## src/cpu_regs_regs.svh

```systemverilog
// offsets, field positions, reset values and address constants of the core registers
`ifndef CPU_REGS_REGS_SVH
`define CPU_REGS_REGS_SVH

// bus register byte offsets
`define OFS_INSTR_POINTER 8'h00
`define OFS_ACCUM 8'h04
`define OFS_TEMP_ACCUM 8'h08
`define OFS_INDEX_REG 8'h0C
`define OFS_EXTRA_POINTER 8'h10
`define OFS_STACK_TOP_REG 8'h14
`define OFS_PSW 8'h18
`define OFS_XLATE_STATUS 8'h1C

// condition byte bit positions
`define COND_H 7
`define COND_I 6
`define COND_IL_HI 5
`define COND_IL_LO 4
`define COND_N 3
`define COND_Z 2
`define COND_V 1
`define COND_C 0

// reset values
`define RST_WORK 16'h0000
`define RST_BANK 5'h00
`define RST_WINDOW 3'h0
`define RST_COND 8'h30

// memory map constants
`define MIRROR_ADDR 16'h0078
`define DIR_WIN_BASE 16'h0080
`define GP_BASE 16'h0100

// bus responses
`define RESP_OKAY 2'h0
`define RESP_SLVERR 2'h2

`endif

```

## src/cpu_regs_pkg.sv

```systemverilog
// types shared by the core register block and its users
package cpu_regs_pkg;

    // working register indices
    typedef enum logic [2:0] {
        SEL_IP = 3'h0,
        SEL_ACC = 3'h1,
        SEL_TMP = 3'h2,
        SEL_IDX = 3'h3,
        SEL_EXT = 3'h4,
        SEL_STK = 3'h5,
        SEL_PSW = 3'h6,
        SEL_NONE = 3'h7
    } reg_sel_t;

    // byte alu operations on the accumulator pair
    typedef enum logic [1:0] {
        ALU_ADD = 2'h0,
        ALU_SUB = 2'h1,
        ALU_SHL = 2'h2,
        ALU_SHR = 2'h3
    } alu_op_t;

    // axi4-lite master to slave
    typedef struct packed {
        logic awvalid;
        logic [7:0] awaddr;
        logic wvalid;
        logic [31:0] wdata;
        logic [3:0] wstrb;
        logic bready;
        logic arvalid;
        logic [7:0] araddr;
        logic rready;
    } axil_req_t;

    // axi4-lite slave to master
    typedef struct packed {
        logic awready;
        logic wready;
        logic bvalid;
        logic [1:0] bresp;
        logic arready;
        logic rvalid;
        logic [31:0] rdata;
        logic [1:0] rresp;
    } axil_rsp_t;

    // decoder write into a dedicated register
    typedef struct packed {
        logic valid;
        reg_sel_t sel;
        logic [15:0] data;
    } core_wr_t;

    // decoder alu request
    typedef struct packed {
        logic valid;
        alu_op_t op;
    } alu_req_t;

    // data memory bus access
    typedef struct packed {
        logic rd;
        logic wr;
        logic [15:0] addr;
        logic [7:0] wdata;
    } mem_req_t;

    // whole block state
    typedef struct packed {
        logic [5:0][15:0] work;
        logic [4:0] bank;
        logic [2:0] window;
        logic [7:0] cond;
        axil_rsp_t rsp;
        logic aw_got;
        logic [7:0] awaddr;
        logic w_got;
        logic [15:0] wdata;
        logic [1:0] wstrb;
        logic [15:0] dir_phys;
        logic [15:0] gp_addr;
        logic irq_take;
        logic [7:0] mem_rdata;
        logic mem_hit;
    } state_t;

endpackage

```

## src/cpu_status_and_bank_regs.sv

```systemverilog
// dedicated core registers, status word, bank and direct window address mapping
//
// How it works
// [RL1] all generated addresses are 16 bits, one 64 Kbyte linear space
// [RL2] 16-bit instruction pointer, loadable and incremented by the decoder
// [RL3] 16-bit accumulator; byte operations touch only its low byte
// [RL4] 16-bit temporary accumulator is second operand; byte ops read its low byte
// [RL5] 16-bit index register, extra pointer and stack top register
// [RL6] status word: bank and window selects high byte, condition byte low
// [RL7] direct upper half page maps to 0x0080 plus window select times 0x80
// [RL8] direct addresses 0x00 to 0x7F always map to themselves
// [RL9] window select resets to zero, unmapped; seven gives window at 0x0400
// [RL10] half carry follows carry or borrow between bit 3 and bit 4
// [RL11] interrupt enable flag gates interrupts and clears at reset
// [RL12] interrupt taken only when request level numerically below current level
// [RL13] negative flag copies result most significant bit
// [RL14] zero flag set when result is zero
// [RL15] overflow flag set on two's complement overflow
// [RL16] carry from bit 7 carry or borrow; shifts load shifted-out bit
// [RL17] byte registers, eight per bank, thirty-two banks
// [RL18] bank select plus low three opcode bits pick the register
// [RL19] bank and window selects mirrored at memory address 0x0078
// [RL20] register address is 0x0100 plus bank times eight plus index
`timescale 1ns/1ps
`include "cpu_regs_regs.svh"

module cpu_status_and_bank_regs (
    // clock and reset
    input wire logic i_sys_clk,
    input wire logic i_arst_n,
    // axi4-lite register port
    input wire cpu_regs_pkg::axil_req_t i_axil,
    output cpu_regs_pkg::axil_rsp_t o_axil,
    // instruction decoder side
    input wire cpu_regs_pkg::core_wr_t i_core_wr,
    input wire logic i_pc_inc,
    input wire cpu_regs_pkg::alu_req_t i_alu,
    input wire logic [7:0] i_dir_addr,
    input wire logic [2:0] i_gp_idx,
    // interrupt request
    input wire logic i_irq_req,
    input wire logic [1:0] i_irq_level,
    // data memory bus
    input wire cpu_regs_pkg::mem_req_t i_mem,
    // register contents
    output logic [15:0] o_instr_pointer,
    output logic [15:0] o_accum,
    output logic [15:0] o_temp_accum,
    output logic [15:0] o_index_reg,
    output logic [15:0] o_extra_pointer,
    output logic [15:0] o_stack_top_reg,
    output logic [15:0] o_program_status_word,
    // address mapping and interrupt results
    output logic [15:0] o_dir_phys,
    output logic [15:0] o_gp_addr,
    output logic o_irq_take,
    output logic [7:0] o_mem_rdata,
    output logic o_mem_hit
);
    import cpu_regs_pkg::*;

    state_t s_ff;
    state_t nxt_s;

    // read value of one bus register
    function automatic logic [32:0] bus_read(input state_t st, input logic [7:0] addr);
        logic [32:0] r;
        r = {1'b0, 32'h0000_0000};
        unique case (addr)
            `OFS_INSTR_POINTER: r = {1'b0, 16'h0000, st.work[SEL_IP]};
            `OFS_ACCUM: r = {1'b0, 16'h0000, st.work[SEL_ACC]};
            `OFS_TEMP_ACCUM: r = {1'b0, 16'h0000, st.work[SEL_TMP]};
            `OFS_INDEX_REG: r = {1'b0, 16'h0000, st.work[SEL_IDX]};
            `OFS_EXTRA_POINTER: r = {1'b0, 16'h0000, st.work[SEL_EXT]};
            `OFS_STACK_TOP_REG: r = {1'b0, 16'h0000, st.work[SEL_STK]};
            `OFS_PSW: r = {1'b0, 16'h0000, st.bank, st.window, st.cond};
            `OFS_XLATE_STATUS: r = {1'b0, st.gp_addr, st.dir_phys};
            default: r = {1'b1, 32'h0000_0000};
        endcase
        return r;
    endfunction

    // apply low two byte strobes to a 16-bit value
    function automatic logic [15:0] merge(input logic [15:0] old, input logic [15:0] nw,
                                          input logic [1:0] strb);
        logic [15:0] m;
        m = old;
        if (strb[0]) begin
            m[7:0] = nw[7:0];
        end
        if (strb[1]) begin
            m[15:8] = nw[15:8];
        end
        return m;
    endfunction

    // next state of the whole block
    always_comb begin
        logic [7:0] a;
        logic [7:0] b;
        logic [8:0] wide;
        logic [7:0] res;
        logic [4:0] nib;
        logic [32:0] rd;
        logic [15:0] psw;
        nxt_s = s_ff;
        a = s_ff.work[SEL_ACC][7:0]; // [RL3]
        b = s_ff.work[SEL_TMP][7:0]; // [RL4]
        wide = 9'h000;
        res = 8'h00;
        nib = 5'h00;
        rd = {1'b0, 32'h0000_0000};
        psw = 16'h0000;

        // instruction pointer step and decoder register writes
        if (i_pc_inc) begin
            nxt_s.work[SEL_IP] = s_ff.work[SEL_IP] + 16'h0001; // [RL2]
        end
        if (i_core_wr.valid) begin
            if (i_core_wr.sel == SEL_PSW) begin
                // [RL6]
                nxt_s.bank = i_core_wr.data[15:11];
                nxt_s.window = i_core_wr.data[10:8];
                nxt_s.cond = i_core_wr.data[7:0];
            end else if (i_core_wr.sel != SEL_NONE) begin
                nxt_s.work[i_core_wr.sel] = i_core_wr.data; // [RL2] [RL5]
            end
        end

        // byte alu on accumulator low bytes with flag update
        if (i_alu.valid) begin
            unique case (i_alu.op)
                ALU_ADD: begin
                    wide = {1'b0, a} + {1'b0, b};
                    nib = {1'b0, a[3:0]} + {1'b0, b[3:0]};
                    res = wide[7:0];
                    nxt_s.cond[`COND_H] = nib[4]; // [RL10]
                    nxt_s.cond[`COND_V] = (a[7] == b[7]) && (res[7] != a[7]); // [RL15]
                    nxt_s.cond[`COND_C] = wide[8]; // [RL16]
                end
                ALU_SUB: begin
                    wide = {1'b0, a} - {1'b0, b};
                    nib = {1'b0, a[3:0]} - {1'b0, b[3:0]};
                    res = wide[7:0];
                    nxt_s.cond[`COND_H] = nib[4]; // [RL10]
                    nxt_s.cond[`COND_V] = (a[7] != b[7]) && (res[7] != a[7]); // [RL15]
                    nxt_s.cond[`COND_C] = wide[8]; // [RL16]
                end
                ALU_SHL: begin
                    res = {a[6:0], 1'b0};
                    nxt_s.cond[`COND_C] = a[7]; // [RL16]
                end
                ALU_SHR: begin
                    res = {1'b0, a[7:1]};
                    nxt_s.cond[`COND_C] = a[0]; // [RL16]
                end
            endcase
            nxt_s.cond[`COND_N] = res[7]; // [RL13]
            nxt_s.cond[`COND_Z] = (res == 8'h00); // [RL14]
            nxt_s.work[SEL_ACC][7:0] = res; // [RL3]
        end

        // memory bus mirror of bank and window selects
        nxt_s.mem_hit = 1'b0;
        nxt_s.mem_rdata = 8'h00;
        if (i_mem.addr == `MIRROR_ADDR) begin
            if (i_mem.wr) begin
                nxt_s.bank = i_mem.wdata[7:3]; // [RL19]
                nxt_s.window = i_mem.wdata[2:0]; // [RL19]
                nxt_s.mem_hit = 1'b1;
            end else if (i_mem.rd) begin
                nxt_s.mem_rdata = {s_ff.bank, s_ff.window}; // [RL19]
                nxt_s.mem_hit = 1'b1;
            end
        end

        // direct address translation
        if (!i_dir_addr[7] || s_ff.window == 3'h0) begin
            nxt_s.dir_phys = {8'h00, i_dir_addr}; // [RL8] [RL9]
        end else begin
            nxt_s.dir_phys = `DIR_WIN_BASE + 16'({s_ff.window, 7'h00})
                             + 16'(i_dir_addr[6:0]); // [RL7] [RL1]
        end

        // general register address from bank select and opcode index
        nxt_s.gp_addr = `GP_BASE + 16'({s_ff.bank, 3'h0}) + 16'(i_gp_idx); // [RL17] [RL18] [RL20]

        // interrupt acceptance against enable and current level
        nxt_s.irq_take = s_ff.cond[`COND_I] && i_irq_req // [RL11]
                         && (i_irq_level < s_ff.cond[`COND_IL_HI:`COND_IL_LO]); // [RL12]

        // bus write address and data taken in either order
        if (i_axil.awvalid && s_ff.rsp.awready) begin
            nxt_s.aw_got = 1'b1;
            nxt_s.awaddr = i_axil.awaddr;
            nxt_s.rsp.awready = 1'b0;
        end
        if (i_axil.wvalid && s_ff.rsp.wready) begin
            nxt_s.w_got = 1'b1;
            nxt_s.wdata = i_axil.wdata[15:0];
            nxt_s.wstrb = i_axil.wstrb[1:0];
            nxt_s.rsp.wready = 1'b0;
        end
        if (s_ff.rsp.bvalid && i_axil.bready) begin
            nxt_s.rsp.bvalid = 1'b0;
            nxt_s.rsp.awready = 1'b1;
            nxt_s.rsp.wready = 1'b1;
        end

        // bus write, last so it wins over decoder updates in the same cycle
        if (s_ff.aw_got && s_ff.w_got && !s_ff.rsp.bvalid) begin
            nxt_s.aw_got = 1'b0;
            nxt_s.w_got = 1'b0;
            nxt_s.rsp.bvalid = 1'b1;
            nxt_s.rsp.bresp = `RESP_OKAY;
            unique case ({s_ff.awaddr[7:2], 2'h0})
                `OFS_INSTR_POINTER: begin
                    nxt_s.work[SEL_IP] = merge(nxt_s.work[SEL_IP], s_ff.wdata, s_ff.wstrb);
                end
                `OFS_ACCUM: begin
                    nxt_s.work[SEL_ACC] = merge(nxt_s.work[SEL_ACC], s_ff.wdata, s_ff.wstrb);
                end
                `OFS_TEMP_ACCUM: begin
                    nxt_s.work[SEL_TMP] = merge(nxt_s.work[SEL_TMP], s_ff.wdata, s_ff.wstrb);
                end
                `OFS_INDEX_REG: begin
                    nxt_s.work[SEL_IDX] = merge(nxt_s.work[SEL_IDX], s_ff.wdata, s_ff.wstrb);
                end
                `OFS_EXTRA_POINTER: begin
                    nxt_s.work[SEL_EXT] = merge(nxt_s.work[SEL_EXT], s_ff.wdata, s_ff.wstrb);
                end
                `OFS_STACK_TOP_REG: begin
                    nxt_s.work[SEL_STK] = merge(nxt_s.work[SEL_STK], s_ff.wdata, s_ff.wstrb);
                end
                `OFS_PSW: begin
                    psw = merge({nxt_s.bank, nxt_s.window, nxt_s.cond}, s_ff.wdata, s_ff.wstrb);
                    nxt_s.bank = psw[15:11]; // [RL6]
                    nxt_s.window = psw[10:8];
                    nxt_s.cond = psw[7:0];
                end
                `OFS_XLATE_STATUS: begin
                    nxt_s.rsp.bresp = `RESP_OKAY; // read only, write ignored
                end
                default: begin
                    nxt_s.rsp.bresp = `RESP_SLVERR;
                end
            endcase
        end

        // bus read, one outstanding
        if (s_ff.rsp.rvalid && i_axil.rready) begin
            nxt_s.rsp.rvalid = 1'b0;
            nxt_s.rsp.arready = 1'b1;
        end
        if (i_axil.arvalid && s_ff.rsp.arready) begin
            rd = bus_read(s_ff, {i_axil.araddr[7:2], 2'h0});
            nxt_s.rsp.arready = 1'b0;
            nxt_s.rsp.rvalid = 1'b1;
            nxt_s.rsp.rdata = rd[31:0];
            nxt_s.rsp.rresp = rd[32] ? `RESP_SLVERR : `RESP_OKAY;
        end
    end

    // state register
    always_ff @(posedge i_sys_clk or negedge i_arst_n) begin
        if (!i_arst_n) begin
            s_ff.work <= {6{`RST_WORK}};
            s_ff.bank <= `RST_BANK;
            s_ff.window <= `RST_WINDOW; // [RL9]
            s_ff.cond <= `RST_COND; // [RL11]
            s_ff.rsp.awready <= 1'b1;
            s_ff.rsp.wready <= 1'b1;
            s_ff.rsp.bvalid <= 1'b0;
            s_ff.rsp.bresp <= `RESP_OKAY;
            s_ff.rsp.arready <= 1'b1;
            s_ff.rsp.rvalid <= 1'b0;
            s_ff.rsp.rdata <= 32'h0000_0000;
            s_ff.rsp.rresp <= `RESP_OKAY;
            s_ff.aw_got <= 1'b0;
            s_ff.awaddr <= 8'h00;
            s_ff.w_got <= 1'b0;
            s_ff.wdata <= 16'h0000;
            s_ff.wstrb <= 2'h0;
            s_ff.dir_phys <= 16'h0000;
            s_ff.gp_addr <= `GP_BASE;
            s_ff.irq_take <= 1'b0;
            s_ff.mem_rdata <= 8'h00;
            s_ff.mem_hit <= 1'b0;
        end else begin
            s_ff <= nxt_s;
        end
    end

    // outputs straight from state flops
    assign o_axil = s_ff.rsp;
    assign o_instr_pointer = s_ff.work[SEL_IP];
    assign o_accum = s_ff.work[SEL_ACC];
    assign o_temp_accum = s_ff.work[SEL_TMP];
    assign o_index_reg = s_ff.work[SEL_IDX];
    assign o_extra_pointer = s_ff.work[SEL_EXT];
    assign o_stack_top_reg = s_ff.work[SEL_STK];
    assign o_program_status_word = {s_ff.bank, s_ff.window, s_ff.cond};
    assign o_dir_phys = s_ff.dir_phys;
    assign o_gp_addr = s_ff.gp_addr;
    assign o_irq_take = s_ff.irq_take;
    assign o_mem_rdata = s_ff.mem_rdata;
    assign o_mem_hit = s_ff.mem_hit;

endmodule

```

## config.mk

```make
export PLATFORM = sky130hd
export DESIGN_NAME = cpu_status_and_bank_regs
export DESIGN_NICKNAME = d
export VERILOG_FILES = /design/src/cpu_regs_pkg.sv /design/src/cpu_status_and_bank_regs.sv
export VERILOG_INCLUDE_DIRS = /design/src
export SDC_FILE = /design/constraint.sdc
export NUM_CORES = 1
export LEC_CHECK = 0
export ABC_AREA = 1
export BUFFER_PORTS_ARGS = -buffer_cell sky130_fd_sc_hd__buf_4
export CAP_MARGIN = 20
export CELL_PAD_IN_SITES_DETAIL_PLACEMENT = 2
export CELL_PAD_IN_SITES_GLOBAL_PLACEMENT = 2
export CORE_UTILIZATION = 33
export DETAILED_ROUTE_END_ITERATION = 8
export GPL_TIMING_DRIVEN = 0
export PLACE_DENSITY = 0.95
export SETUP_SLACK_MARGIN = 0.15
export SLEW_MARGIN = 40
export SYNTH_ARGS = -nofsm -noshare
export SYNTH_HDL_FRONTEND = slang
export SYNTH_SLANG_ARGS = --single-unit
```

## constraint.sdc

```tcl
create_clock -name i_sys_clk -period 3.7 [get_ports i_sys_clk]
set_input_delay 0.74 -clock i_sys_clk [delete_from_list [all_inputs] [get_ports i_sys_clk]]
set_output_delay 0.74 -clock i_sys_clk [all_outputs]
set_load 0.05 [all_outputs]
```

==> reports/metrics.cfg <==
[run_status]
status = finished, final reports clean

[clock_network]
cts_resized = 0
clk_latency_ps = 480
cts_tree = done
cts_buffers = 17
path_clk_slew_ps = 80
cts.sinks = 199
post-cts-setup-buffers = 0
htree_levels = 4
root_buffer = clkbuf_16
clockBufferDepth = 2
cts_hold_buf = 0

[die]
dieArea_um2 = 39100
die_h_um = 198
io_pins = 318
rows = 71
initial_core_util_pct = 33.6
fp.dieW_um = 198
core_region_area_um2 = 37700

[hold_path]
hp-class = in -> async

[timing]
timing.fmax_ghz = 0.375
fin_setup_tns_ps = 0
drv_slew = 0
finalSetupViolations = 0
rsz0062_at_grt = false
relSlewSlack_pct = 41.2
finalCriticalPeriod_ps = 2670
finClkSkew_ps = 15.6
fin_crit_sh_pct = 72.0
worst_pin_slew_ps = 882
fin_ws_ps = 1030
final-hold-violation-count = 0

[power_and_ir_drop]
p_total_mw = 12.2
vdd_drop_max_mv = 0.367
power.static_leakage_nw = 8.28
powerDensity_nw_per_um2 = 762

[place]
hpwlAfterDp_mm = 50.5
gp_congestion = 0.915
place.port_buffers = 273
place_ws_ps = 782

[grt]
overflow = 0
grt_usage_pct = 33.0
grt_max_degree = 67
grt_pass1_wl_mm = 94.3
grt_pass1_vias = 14700
antenna_found_initial = 2

[yosys]
syn-cell-area_um2 = 12600
ys_ff_latch = 199
synth_top_area_cell = dfrtp_1
synth.area.top_cells = dfrtp_1 (38%), nand2_1 (12%), buf_4 (12%), o21ai_0 (8.0%), inv_1 (5.3%)
yosys-top-cells-count = nand2_1 (403), o21ai_0 (203), buf_4 (201), dfrtp_1 (194), inv_1 (178)
syn_area_per_cell_um2 = 7.59
synthCells = 1666
ys_types = 47
yosysMostFrequentCell = nand2_1
async_reset_ff_share_pct = 100
synth-edff-count = 0
synth_top_area_share_pct = 38.4
ys_seq_area_share_pct = 39.5
ys.warnings.count = 0
ys.flop_type = dfrtp_1

[routing]
remaining_drc_errors = 0
first_pass_iters = 5
finalWirelength_mm = 64.5
dr_total_vias = 13600
drtAntennaViolNets = 0
first_iter_violations = 1075
viasPerCell = 5.43
routedWlPerCell_um = 25.7

[layout]
final_nets = 2131
syn_to_final_growth_pct = 27.0
largest_reg_flops = 32
drive_above_1_share_pct = 29.1

[critical_path]
cp-end-kind = flip-flop
cp-start-kind = input pin
critPathMaxFanout = 10
critical_path_required_ps = 3990
worstSetupPathType = in -> reg
arrival_ps = 2950

[run]
maxCapViolCount = 0

[cell families after synthesis]
family | count (synthesis) | share of synthesized area (%)
other | 2 | 0.0594
AOI/OAI and AO/OA | 373 | 16.5
buffers and inverters | 443 | 19.6
and+or+nand+nor | 608 | 20.6
xor gates and xnor gates | 14 | 0.970
adders and majority gates | 27 | 2.79
DFF | 199 | 39.5
[per-stage QoR]
step | hold WS, ps | cells | util [%] | area, um^2
after floorplan | 375 | 1686 | - | 12700
after global placement | 435 | 2470 | 40.9 | 15400
after detailed placement | 462 | 2473 | 41.1 | 15500
after CTS | 108 | 2505 | 42.6 | 16000
after global routing | 114 | 2506 | 42.6 | 16000
final | 114 | 2506 | 42.6 | 16000
[critical path: stages]
cell and delay [ps]:
buf_4 110, nor2_1 50, nand2_1 170, nor2_4 90, nand2_1 120, inv_1 210
buf_4 280, a22oi_1 230, nand2_1 170, o21ai_0 550, nand2_1 220
[layout by cell type (no fill, tap or decap), types with 5 or more instances in the layout]
master     Yosys  final
buf_6          5      5
nor2_2         9     10
o2111ai_1      9      9
a22oi_1       11     11
nand2_2        5      5
o21ai_1       32     32
o211ai_1      36     36
clkbuf_1      27     29
inv_1        178    178
dfrtp_1      194    194
nor2_4         9      9
nand2_1      403    403
conb_1         2     22
o21ai_0      203    203
o22ai_1       18     18
inv_6          0      5
buf_4        201    473
nor2_1        70     69
clkbuf_16      0     17
nand4_1       24     24
buf_2         13     13
a21oi_1       41     41
dfstp_2        5      5
inv_2         17     17
nor3_1        16     16
xor2_1        12     12
nand3_1       58     58
a31oi_1       13     13
ha_1          25     25
[where the power goes]
part | internal [mW] | switching [mW]
clock | 0.940 | 0.975
sequential | 2.80 | 0.834
combinational | 2.17 | 4.51
[cell type report]
cell class | instances | area, um^2
clock inverter | 13 | 120
buffer | 246 | 1730
clock buffer | 19 | 433
inverter | 197 | 739
timing repair buffer | 276 | 2140
fill | 4356 | 21600
antenna | 1 | 2.50
sequential | 199 | 4990
tap | 511 | 639
multi-input combinational | 1044 | 5260
[path summary, 6_finish.rpt]
check,from,endpoint,slack [ps],depth (start not counted)
max in group asynchronous,i_arst_n,o_axil[40]$_DFFE_PN1P_,2250,4
worst min-delay path,i_arst_n,o_axil[10]$_DFFE_PN0P_,110,1
worst max register to register,o_temp_accum[3]$_DFF_PN0_,o_program_status_word[1]$_DFF_PN0_,1170,11
worst min register to register,o_program_status_word[12]$_DFF_PN0_,o_gp_addr[4]$_DFF_PN0_,490,0
min in group i_sys_clk,i_gp_idx[0],o_gp_addr[0]$_DFF_PN0_,370,1
worst max-delay path,i_axil[6],o_axil[17]$_DFFE_PN0P_,1030,11
[metal layers]
layer	track usage (%)	part of all wire (%)	up-vias
li1	-	-	5862
met1	42.0	41	6945
met2	54.8	48	652
met3	5.21	6.6	151
met4	15.3	4.4	2
met5	0	0.023	-
Note: power is estimated with default switching activity, not from simulation.
